--- config.mk ---
export PLATFORM = sky130hd
export DESIGN_NAME = ext_bus_port
export DESIGN_NICKNAME = d
export VERILOG_FILES = /design/src/ext_bus_pkg.sv /design/src/ext_bus_port.sv /design/src/wait_stretch.sv
export SDC_FILE = /design/constraint.sdc
export NUM_CORES = 1
export LEC_CHECK = 0
export ABC_AREA = 1
export BUFFER_PORTS_ARGS = -buffer_cell sky130_fd_sc_hd__buf_4
export CORE_ASPECT_RATIO = 0.9
export CORE_MARGIN = 4
export CORE_UTILIZATION = 35
export CTS_CLUSTER_SIZE = 14
export DETAILED_ROUTE_END_ITERATION = 8
export PLACE_DENSITY = 0.6
export SYNTH_ARGS = -nofsm -noshare
export SYNTH_HDL_FRONTEND = slang
export SYNTH_SLANG_ARGS = --single-unit
--- constraint.sdc ---
create_clock -name clk -period 1.3 [get_ports clk]
set_input_delay 0.195 -clock clk [delete_from_list [all_inputs] [get_ports clk]]
set_output_delay 0.195 -clock clk [all_outputs]
set_load 0.005 [all_outputs]
--- src/ext_bus_pkg.sv ---
// types and constants for the external memory bus port logic
// assumes a single 40 MHz clock and a core that issues one request at a time
`default_nettype none
package ext_bus_pkg;

  localparam int          CLK_HZ          = 40_000_000;
  localparam logic [7:0]  LATCH_RESET     = 8'hFF;
  localparam logic [7:0]  LOW_LATCH_BUS   = 8'hFF;
  localparam int          WAIT_W          = 2;
  localparam int          ALE_CYCLES      = 1;
  localparam int          ADDR_CYCLES     = 1;
  localparam int          STROBE_CYCLES   = 1;

  // address width of one transfer
  typedef enum logic [1:0] {
    AW_8  = 2'b00,
    AW_16 = 2'b01,
    AW_17 = 2'b10
  } addr_width_t;

  // read strobe choice for data reads
  typedef enum logic [1:0] {
    RS_DATA  = 2'b00,
    RS_PROG  = 2'b01,
    RS_DATA2 = 2'b10,
    RS_PROG2 = 2'b11
  } strobe_cfg_t;

  typedef enum logic [1:0] {
    KIND_FETCH = 2'b00,
    KIND_READ  = 2'b01,
    KIND_WRITE = 2'b10
  } bus_kind_t;

  typedef enum logic [1:0] {
    FORM_BYTE_REG = 2'b00,
    FORM_WORD     = 2'b01,
    FORM_DWORD    = 2'b10
  } insn_form_t;

  typedef struct packed {
    bus_kind_t   kind;
    insn_form_t  form;
    logic        ext_mode;
    logic [16:0] addr;
    logic [7:0]  wdata;
  } bus_req_t;

  typedef struct packed {
    logic [7:0] out;
    logic [7:0] oe;
  } port_drive_t;

  // which width a transfer presents
  function automatic addr_width_t width_of(input bus_req_t r);
    if (r.kind == KIND_FETCH)
      return r.ext_mode ? AW_17 : AW_16;
    case (r.form)
      FORM_BYTE_REG: return AW_8;
      FORM_WORD:     return AW_16;
      FORM_DWORD:    return AW_17;
      default:       return AW_16;
    endcase
  endfunction

endpackage
`default_nettype wire

--- src/ext_bus_port.sv ---
// external memory bus built on the low and high 8-bit ports
// assumes the core holds req stable while req_valid is high until req_done
`default_nettype none
module ext_bus_port
  import ext_bus_pkg::*;
#(
  parameter int W = WAIT_W
) (
  // clock and reset
  input  wire logic         clk,
  input  wire logic         rst_b,
  // configuration
  input  wire logic         page_mode,
  input  wire strobe_cfg_t  strobe_config_field,
  input  wire logic [W-1:0] wait_states,
  // software latch writes
  input  wire logic         low_latch_we,
  input  wire logic         high_latch_we,
  input  wire logic [7:0]   latch_wdata,
  output logic [7:0]        low_port_latch,
  output logic [7:0]        high_port_latch,
  // core request
  input  wire logic         req_valid,
  input  wire bus_req_t     req,
  output logic              req_done,
  output logic [7:0]        rdata,
  // pins
  input  wire logic [7:0]   low_port_in,
  input  wire logic [7:0]   high_port_in,
  output port_drive_t       low_port,
  output port_drive_t       high_port,
  output logic              addr_latch_strobe,
  output logic              program_read_strobe_b,
  output logic              data_read_strobe_b,
  output logic              write_strobe_b,
  output logic              addr16_out,
  output logic              addr16_oe
);

  typedef enum logic [1:0] {
    ST_IDLE   = 2'b00,
    ST_ALE    = 2'b01,
    ST_ADDR   = 2'b10,
    ST_STROBE = 2'b11
  } state_t;

  ////////////////////////////////////////////////////////////////////////////
  // one multiplexed port: address first, then write data or released for reads
  // a function so page and nonpage modes cannot drift apart
  function automatic port_drive_t mux_drive(input logic [7:0] addr_byte,
                                            input logic [7:0] data_byte,
                                            input logic       data_phase,
                                            input logic       writing);
    port_drive_t d;
    d.out = data_phase ? data_byte : addr_byte;
    d.oe  = (data_phase && !writing) ? 8'h00 : 8'hFF;
    return d;
  endfunction

  state_t      state;
  state_t      next_state;
  bus_req_t    cur;
  addr_width_t width;
  port_drive_t next_low;
  port_drive_t next_high;
  logic        phase_done;
  logic        start_strobe;
  logic        next_prog_b;
  logic        next_data_b;
  logic        next_wr_b;
  logic        next_ale;

  ////////////////////////////////////////////////////////////////////////////
  // idle pins look ahead to the request being taken, so the address is
  // already on the ports while the latch strobe is high
  wire bus_req_t   src        = (state == ST_IDLE) ? req : cur;
  wire logic       take       = (state == ST_IDLE) && req_valid;
  wire logic       next_bus   = next_state != ST_IDLE;
  wire logic       data_next  = next_state == ST_STROBE;
  wire logic       is_fetch   = cur.kind == KIND_FETCH;
  wire logic       is_write   = cur.kind == KIND_WRITE;
  wire logic       use_prog   = is_fetch || (cur.kind == KIND_READ &&
                                 strobe_config_field[0]);
  wire logic       in_bus     = state != ST_IDLE;
  wire logic       in_strobe  = state == ST_STROBE;
  wire logic       strobe_end = in_strobe && phase_done;
  wire logic [7:0] data_pins  = page_mode ? high_port_in : low_port_in;
  wire logic [7:0] hi_addr    = (width == AW_8) ? high_port_latch : src.addr[15:8];
  wire logic [7:0] lo_addr    = src.addr[7:0];
  // the stretch counter times only the strobe phase; address phases are fixed
  assign width        = width_of(src);
  assign start_strobe = state == ST_ADDR;

  wait_stretch #(
    .W (W)
  ) u_stretch (
    .clk   (clk),
    .rst_b (rst_b),
    .start (start_strobe),
    .waits (wait_states),
    .base  (2'(STROBE_CYCLES)),
    .done  (phase_done)
  );

  ////////////////////////////////////////////////////////////////////////////
  // next state and pin values
  // a request is taken only from idle; req_valid is a level, not a pulse
  always_comb begin
    next_state = state;
    case (state)
      ST_IDLE:   next_state = req_valid ? ST_ALE : ST_IDLE;
      ST_ALE:    next_state = ST_ADDR;
      ST_ADDR:   next_state = ST_STROBE;
      ST_STROBE: next_state = phase_done ? ST_IDLE : ST_STROBE;
      default:   next_state = ST_IDLE;
    endcase
  end

  always_comb begin
    // idle: pins follow the latches, low port open drain style
    next_low.out  = low_port_latch;
    next_low.oe   = ~low_port_latch;
    next_high.out = high_port_latch;
    next_high.oe  = 8'hFF;
    if (next_bus) begin
      if (!page_mode) begin
        next_high.out = hi_addr;
        next_high.oe  = 8'hFF;
        next_low      = mux_drive(lo_addr, cur.wdata, data_next, is_write);
      end else begin
        next_low.out  = lo_addr;
        next_low.oe   = 8'hFF;
        next_high     = mux_drive(hi_addr, cur.wdata, data_next, is_write);
      end
    end
    // latch strobe high only in the first cycle; address then held past its fall
    next_ale    = next_state == ST_ALE;
    next_wr_b   = !(next_state == ST_STROBE && is_write);
    next_prog_b = !(next_state == ST_STROBE && !is_write && use_prog);
    next_data_b = !(next_state == ST_STROBE && !is_write && !use_prog);
  end

  ////////////////////////////////////////////////////////////////////////////
  always_ff @(posedge clk) begin
    if (!rst_b) begin
      state <= ST_IDLE;
      cur   <= '0;
    end else begin
      state <= next_state;
      if (take)
        cur <= req;
    end
  end

  // latches: bus cycles force the low latch high, high latch untouched
  // a low latch software write inside a bus cycle is lost: the bus owns the low latch
  always_ff @(posedge clk) begin
    if (!rst_b) begin
      low_port_latch  <= LATCH_RESET;
      high_port_latch <= LATCH_RESET;
    end else begin
      if (in_bus)
        low_port_latch <= LOW_LATCH_BUS;
      else if (low_latch_we)
        low_port_latch <= latch_wdata;
      if (high_latch_we)
        high_port_latch <= latch_wdata;
    end
  end

  ////////////////////////////////////////////////////////////////////////////
  // pins straight from flip-flops
  always_ff @(posedge clk) begin
    if (!rst_b) begin
      low_port.out          <= LATCH_RESET;
      low_port.oe           <= 8'h00;
      high_port.out         <= LATCH_RESET;
      high_port.oe          <= 8'hFF;
      addr_latch_strobe     <= 1'b0;
      program_read_strobe_b <= 1'b1;
      data_read_strobe_b    <= 1'b1;
      write_strobe_b        <= 1'b1;
      addr16_out            <= 1'b0;
      addr16_oe             <= 1'b0;
      req_done              <= 1'b0;
      rdata                 <= 8'h00;
    end else begin
      low_port              <= next_low;
      high_port             <= next_high;
      addr_latch_strobe     <= next_ale;
      program_read_strobe_b <= next_prog_b;
      data_read_strobe_b    <= next_data_b;
      write_strobe_b        <= next_wr_b;
      // 17th bit only for wide transfers
      addr16_oe             <= next_bus && (width == AW_17);
      addr16_out            <= next_bus && src.addr[16];
      req_done              <= strobe_end;
      // sample in the last strobe cycle: memory has driven by then, and the
      // strobe only rises at this edge, so a late part is still covered
      if (strobe_end && !is_write)
        rdata <= data_pins;
    end
  end

endmodule
`default_nettype wire

--- src/wait_stretch.sv ---
// counts one phase of a bus cycle, lengthened by configured wait states
// assumes start is a one-cycle pulse and no restart while busy
`default_nettype none
module wait_stretch
  import ext_bus_pkg::*;
#(
  parameter int W = WAIT_W
) (
  // clock and reset
  input  wire logic         clk,
  input  wire logic         rst_b,
  // control
  input  wire logic         start,
  input  wire logic [W-1:0] waits,
  input  wire logic [1:0]   base,
  output logic              done
);

  logic [W+1:0] count;
  logic         busy;

  assign done = busy && (count == '0);

  always_ff @(posedge clk) begin
    if (!rst_b) begin
      count <= '0;
      busy  <= 1'b0;
    end else if (start) begin
      count <= (W+2)'(base) + (W+2)'(waits) - (W+2)'(1);
      busy  <= 1'b1;
    end else if (busy) begin
      if (count == '0)
        busy <= 1'b0;
      else
        count <= count - (W+2)'(1);
    end
  end

endmodule
`default_nettype wire
==> flow_summary.ini, run 1 <==
[timing]
fin_crit_ns = 1.43
min_period_over_period_pct = 110
finClkSkew_ns = 0.00778
tightest_slew_ns = 0.513
finalSetupViolations = 40
max_freq_mhz = 701
fin_ws_ns = -0.127
rsz0062_at_grt = yes
slew_headroom_pct = 65.8
hold_viol = 0
slew_violations = 0

[floorplan]
core_area_sq_mm = 0.0115
start_util_pct = 36.1
boundaryPins = 127
fp-row-count = 37
die_area_sq_mm = 0.0137
die_h_um = 111
die_x_um = 123

[finish]
drive_gt1_share_pct = 35.3
fin_util_pct = 54.1
syn2layout_area_growth_pct = 50.2
insertedDiodeCount = 0
layout.nets = 823

[worst_setup_path]
slowest_delay_ns = 0.38
worstPathRequired_ns = 1.53
reg2regPathDepth = 9
slowest_stage = dfxtp_4
startpoint = state[1]$_SDFF_PN0_
worstReg2RegStart = state[1]$_SDFF_PN0_
crit_fanout = 8
critPathKind = flop to flop
endpoint = high_port[13]$_SDFF_PN1_
path_delay_family = simple AND/OR/NAND/NOR gates
endpoint_kind = flop
cp.depth = 9
reg2reg_setup_slack_ns = -0.13
r2r_end = high_port[13]$_SDFF_PN1_
critPathLaunchType = flop
worstPathArrival_ns = 1.66
crit_buf_inv = 2
crit_path_cell_trace = nor2_4 -> buf_6 -> buf_6 -> o21ai_4 -> nand3_4 -> nand2_2 -> nand3_2 -> nand2_1 -> nand2_1

[yosys]
synth_cells = 594
synth-edff-count = 0
synth_commonest_cells = nand2_1 (199), dfxtp_1 (93), inv_1 (75), a21oi_1 (38), o21ai_0 (33)
yosysUniqueCellTypes = 31
synth_top_area_cell = dfxtp_1
yosysWarningCount = 0
synth-async-reset-ratio_pct = 0
avgSynthCellArea_sq_um = 7.00
ys_seq_elements = 93
yosysMostFrequentCell = nand2_1
synth.cell_area_sq_mm = 0.00416
synthTopCellsByArea = dfxtp_1 (45%), nand2_1 (18%), inv_1 (6.8%)
synth_top_area_share_pct = 44.8
synth_nets = 660
synthFlopType = dfxtp_1
yosysSeqAreaShare_pct = 44.8

[pwr]
p_seq_share_pct = 36.7
ir_drop_mv = 0.741
swShare_pct = 30.1
p_comb_share_pct = 30.7
p_leak_nw = 3.08
clkPwrFrac_pct = 32.6
p_per_area_mw_per_mm2 = 1490
switchingPower_mw = 2.80
power.internal_mw = 6.49

[drt]
routed_wl_mm = 12.6
drt-met1-wl_mm = 5.87
via_count = 4328
avgRoutedWirePerCell_um = 13.8
wl_met2_mm = 5.73
ant_nets = 0
wl_met3_um = 797
top_layer = met4
drcViolationCount = 0
vias_per_cell = 4.71
dr.pass1.iters = 4
dr.first_iter.drc_count = 207

[cts]
cts_root_buf = clkbuf_16
numClockSinks = 93
cts_max_level = 3
clk_pin_slew_ns = 0.06
holdBufCountCts = 0
cts_tree = yes
ctsLongestPathBuffers = 2
clock_latency_ns = 0.34
numCtsBuffers = 9

[place]
io_buffers = 125
pre_cts_slack_ns = -0.189
dpl.hpwl_mm = 9.52
gp_congestion = 0.845

[run_status]
violations = negative setup slack
status = finished, violations left

[grt]
grt_max_degree = 20
grt_overflow = 0
grt_pass1_vias = 4129
grt_usage_pct = 18.1
antenna_found_initial = 0
grt_pass1_wl_mm = 20.0

[hold_path]
hold_path.class = input pin to flop

[job]
cap_violations = 0
[worst min-delay path, cell delays in order]
cell     delay [ns]
buf_4          0.09
nand2_1        0.04
nand2_1        0.05
[state kept, by name (all words and copies together) (netlist names)]
register,cells
rdata,8
req_done,1
addr16_oe,1
data_read_strobe_b,1
low_port,16
high_port_latch,8
addr16_out,1
cur,30
u_stretch.busy,1
state,2
high_port,9
program_read_strobe_b,1
u_stretch.count,4
write_strobe_b,1
low_port_latch,8
addr_latch_strobe,1
[placed cells by master (no fill, tap or decap), types with 8 or more instances in the layout]
cell type	n
nand2_1	187
buf_4	168
dfxtp_1	87
inv_1	70
a21oi_1	31
nor2_1	27
o21ai_0	23
nand3_1	22
nand2_2	14
o21ai_1	14
o211ai_1	10
clkbuf_16	10
buf_6	10
nand4_1	8
[area by class of cell]
cell class                      count  area, sq um
Clock buffer                       10          239
Clock inverter                      6          110
Fill cell                        1095         5290
Inverter                           79          305
Multi-Input combinational cell    392         2060
Sequential cell                    93         1870
Tap cell                          156          195
Timing Repair Buffer              182         1450
[through the flow]
stage               hold slack, ns  TNS, ns  cells  power (mW)  cell area (sq um)
floorplan                    0.298   -0.127    594        4.75               4170
global placement             0.398    -4.05    890        5.83               5490
detailed placement           0.413    -5.23    890        5.88               5490
CTS                         0.0661    -1.73    911        9.10               6020
global route                0.0661    -6.31    918        9.83               6240
finish                      0.0695    -2.80    918        9.29               6240
[how the worst min path moves through the flow]
| stage | depth (start not counted) | startpoint | slack, ns | endpoint |
|---|---|---|---|---|
| floorplan | 2 | req[25] | 0.30 | cur[25]$_SDFFE_PN0P_ |
| global placement | 3 | req[25] | 0.40 | cur[25]$_SDFFE_PN0P_ |
| detailed placement | 3 | req[25] | 0.41 | cur[25]$_SDFFE_PN0P_ |
| CTS | 3 | req[25] | 0.07 | cur[25]$_SDFFE_PN0P_ |
| global route | 3 | req[25] | 0.07 | cur[25]$_SDFFE_PN0P_ |
| finish | 3 | req[25] | 0.07 | cur[25]$_SDFFE_PN0P_ |
[power by group through the flow]
stage | combinational, mW | clock, mW | sequential (mW)
2_1_floorplan | 1.31 | 0 | 3.43
3_3_place_gp | 2.38 | 0 | 3.45
3_5_place_dp | 2.43 | 0 | 3.45
4_1_cts | 2.62 | 3.06 | 3.41
5_1_grt | 3.16 | 3.21 | 3.45
6_report | 2.85 | 3.03 | 3.41
[routing by layer]
metal  GRT usage (%)  vias up
met5               0        -
met4            5.97        0
met3            3.30       17
met2            27.7      118
met1            25.5     1991
li1                -     2202
[cells by family (layout without fill, tap and decap cells)]
kind of cell | after synthesis | count (layout) | synth area share (%)
xor+xnor | 1 | 1 | 0.211
simple gates | 285 | 285 | 28.9
fa+ha+maj | 2 | 2 | 0.602
compound gates | 104 | 104 | 14.5
flops | 93 | 93 | 44.8
buf+inv | 109 | 277 | 10.9
[timing repair]
item / 4_1_cts / 5_1_grt
setup buffers: 5 / 6
endpoints found under the setup margin: 50 / 60
gates resized for setup: 48 / 42
pin swaps: 11 / 27
cloned: 0 / 1
Power figures use the tool's default switching activity.
==> inputs of run 2 (changes only) <==
--- a/config.mk
+++ b/config.mk
@@ -12,7 +12,7 @@
 export CORE_UTILIZATION = 35
 export CTS_CLUSTER_SIZE = 14
 export DETAILED_ROUTE_END_ITERATION = 8
-export PLACE_DENSITY = 0.6
+export PLACE_DENSITY = 0.59
 export SYNTH_ARGS = -nofsm -noshare
 export SYNTH_HDL_FRONTEND = slang
 export SYNTH_SLANG_ARGS = --single-unit
==> run 2 against run 1 <==
Effect of this change: the run still ends with negative setup slack left; non-clock buffer count is 6 lower; clock skew up 0.00076 ns; sequential power hardly changed; power shrank 3.7%; design area increased by 1.0%.
==> flow_summary.ini, run 2 (synthesis gave the netlist of run 1 again) <==
[run_status]
status = finished, violations left
violations = negative setup slack

[hold_path]
min_path_cells = 3
min_from = req[25]
whs_endpoint = cur[25]$_SDFFE_PN0P_
hold_path.class = input pin to flop

[worst_setup_path]
crit_path_cell_trace = nor2_4 -> buf_6 -> buf_4 -> o21ai_4 -> nand3_4 -> nand2_2 -> nand3_2 -> nand2_2 -> nand2_1
reg2reg_setup_slack_ns = -0.14
r2r_end = high_port[8]$_SDFF_PN1_
crit_top_cell = nand2_2
slowest_stage = dfxtp_4
critPathLaunchType = flop
reg2regPathDepth = 9
worstPathArrival_ns = 1.68
worstReg2RegStart = state[1]$_SDFF_PN0_
crit_fanout = 8
endpoint_kind = flop
critPathKind = flop to flop
slowest_delay_ns = 0.38
worstPathRequired_ns = 1.54

[floorplan]
die_x_um = 123
core_area_sq_mm = 0.0115
die_area_sq_mm = 0.0137
die_h_um = 111
boundaryPins = 127
fp-row-count = 37
start_util_pct = 36.1

[grt]
grt_max_degree = 26
antenna_found_initial = 0
grt_usage_pct = 18.2
grt_overflow = 0
grt_pass1_wl_mm = 20.1
grt_pass1_vias = 4033

[drt]
dr.pass1.iters = 6
drcViolationCount = 0
routed_wl_mm = 12.7
vias_per_cell = 4.65
dr.first_iter.drc_count = 258
ant_nets = 0
avgRoutedWirePerCell_um = 13.9
via_count = 4241

[timing]
tightest_slew_ns = 0.339
slew_violations = 0
fin_ws_ns = -0.142
finalSetupViolations = 30
fin_crit_ns = 1.44
min_period_over_period_pct = 111
rsz0062_at_grt = yes
finClkSkew_ns = 0.00854
slew_headroom_pct = 77.1
max_freq_mhz = 694
hold_viol = 0
whs_ns = 0.0661

[finish]
drive_gt1_share_pct = 37.4
insertedDiodeCount = 0
syn2layout_area_growth_pct = 51.7
top_regs = cur (30), low_port (16), high_port (9)
layout.cells.most_common = nand2_1
largest_reg_flops = 30
most-common-layout-cells = nand2_1 (179), buf_4 (159), dfxtp_1 (88), inv_1 (70), a21oi_1 (27)
layout.nets = 818
largest_register = cur
fin_cells = 913
nFillCells = 1107
fin_util_pct = 54.7

[cts]
clk_pin_slew_ns = 0.07
numCtsBuffers = 9
cts_tree = yes
cts_max_level = 3
cts_root_buf = clkbuf_16
numClockSinks = 93
holdBufCountCts = 0
ctsLongestPathBuffers = 2
clock_latency_ns = 0.34

[place]
gp_congestion = 0.839
placed_cells = 885
dpl.hpwl_mm = 9.48
pre_cts_slack_ns = -0.192
io_buffers = 125

[pwr]
p_per_area_mw_per_mm2 = 1420
finalPower_mw = 8.94
p_leak_nw = 3.05
ir_drop_mv = 0.643

[job]
cap_violations = 0
-- run 2: metrics by stage --
step	setup TNS, ns	cell area (sq um)
global placement	-4.21	5490
global route	-6.79	6300
detailed placement	-5.62	5490
floorplan	-0.127	4170
CTS	-3.12	5920
finish	-2.53	6300
-- run 2: worst max path at each step --
stage,start,slack (ns),end
finish,state[1]$_SDFF_PN0_,-0.14,high_port[8]$_SDFF_PN1_
global route,u_stretch.count[0]$_SDFFE_PN0P_,-0.24,low_port[7]$_SDFF_PN0_
CTS,state[1]$_SDFF_PN0_,-0.12,high_port[15]$_SDFF_PN1_
detailed placement,u_stretch.count[1]$_SDFFE_PN0P_,-0.19,low_port[10]$_SDFF_PN1_
global placement,u_stretch.count[1]$_SDFFE_PN0P_,-0.15,high_port[14]$_SDFF_PN1_
floorplan,u_stretch.count[0]$_SDFFE_PN0P_,-0.02,rdata[0]$_SDFFE_PN0P_
-- run 2: report_power, final --
group,leakage [nW],switching (mW),internal [mW]
logic,2.14,1.54,1.35
clock network,0.138,1.14,1.50
registers,0.771,0.199,3.21
-- run 2: repair_timing --
action | in CTS | in global routing
endpoints found under the hold margin | 0 | 0
endpoints found under the setup margin | 46 | 78
gates resized for setup | 36 | 78
pin swaps | 9 | 42
cloned | 1 | 1
buffers inserted | 2 | 9
-- run 2: area by class of cell --
class / count / area [sq um] / share of cell area [%]
multi-input combinational: 393 / 2170 / 34.5
sequential: 93 / 1870 / 29.7
timing repair buffer: 176 / 1450 / 23.0
inverter: 79 / 309 / 4.90
clock buffer: 9 / 225 / 3.57
tap: 156 / 195 / 3.10
clock inverter: 7 / 75.1 / 1.19
-- run 2: per-layer routing --
metal	vias to the layer above	share of wire, %	track usage [%]	wire, um
li1	2198	-	-	-
met1	1918	47	26.2	6030
met2	115	45	28.2	5750
met3	10	6.3	3.10	797
met4	0	1.0	4.70	133
met5	-	0	0	0
-- run 2: critical path, delay by kind of cell, from the launching register on --
kind,cells,cell delay [ns]
compound gates,1,0.21
buf+inv,2,0.27
flops,1,0.38
simple gates,6,0.49
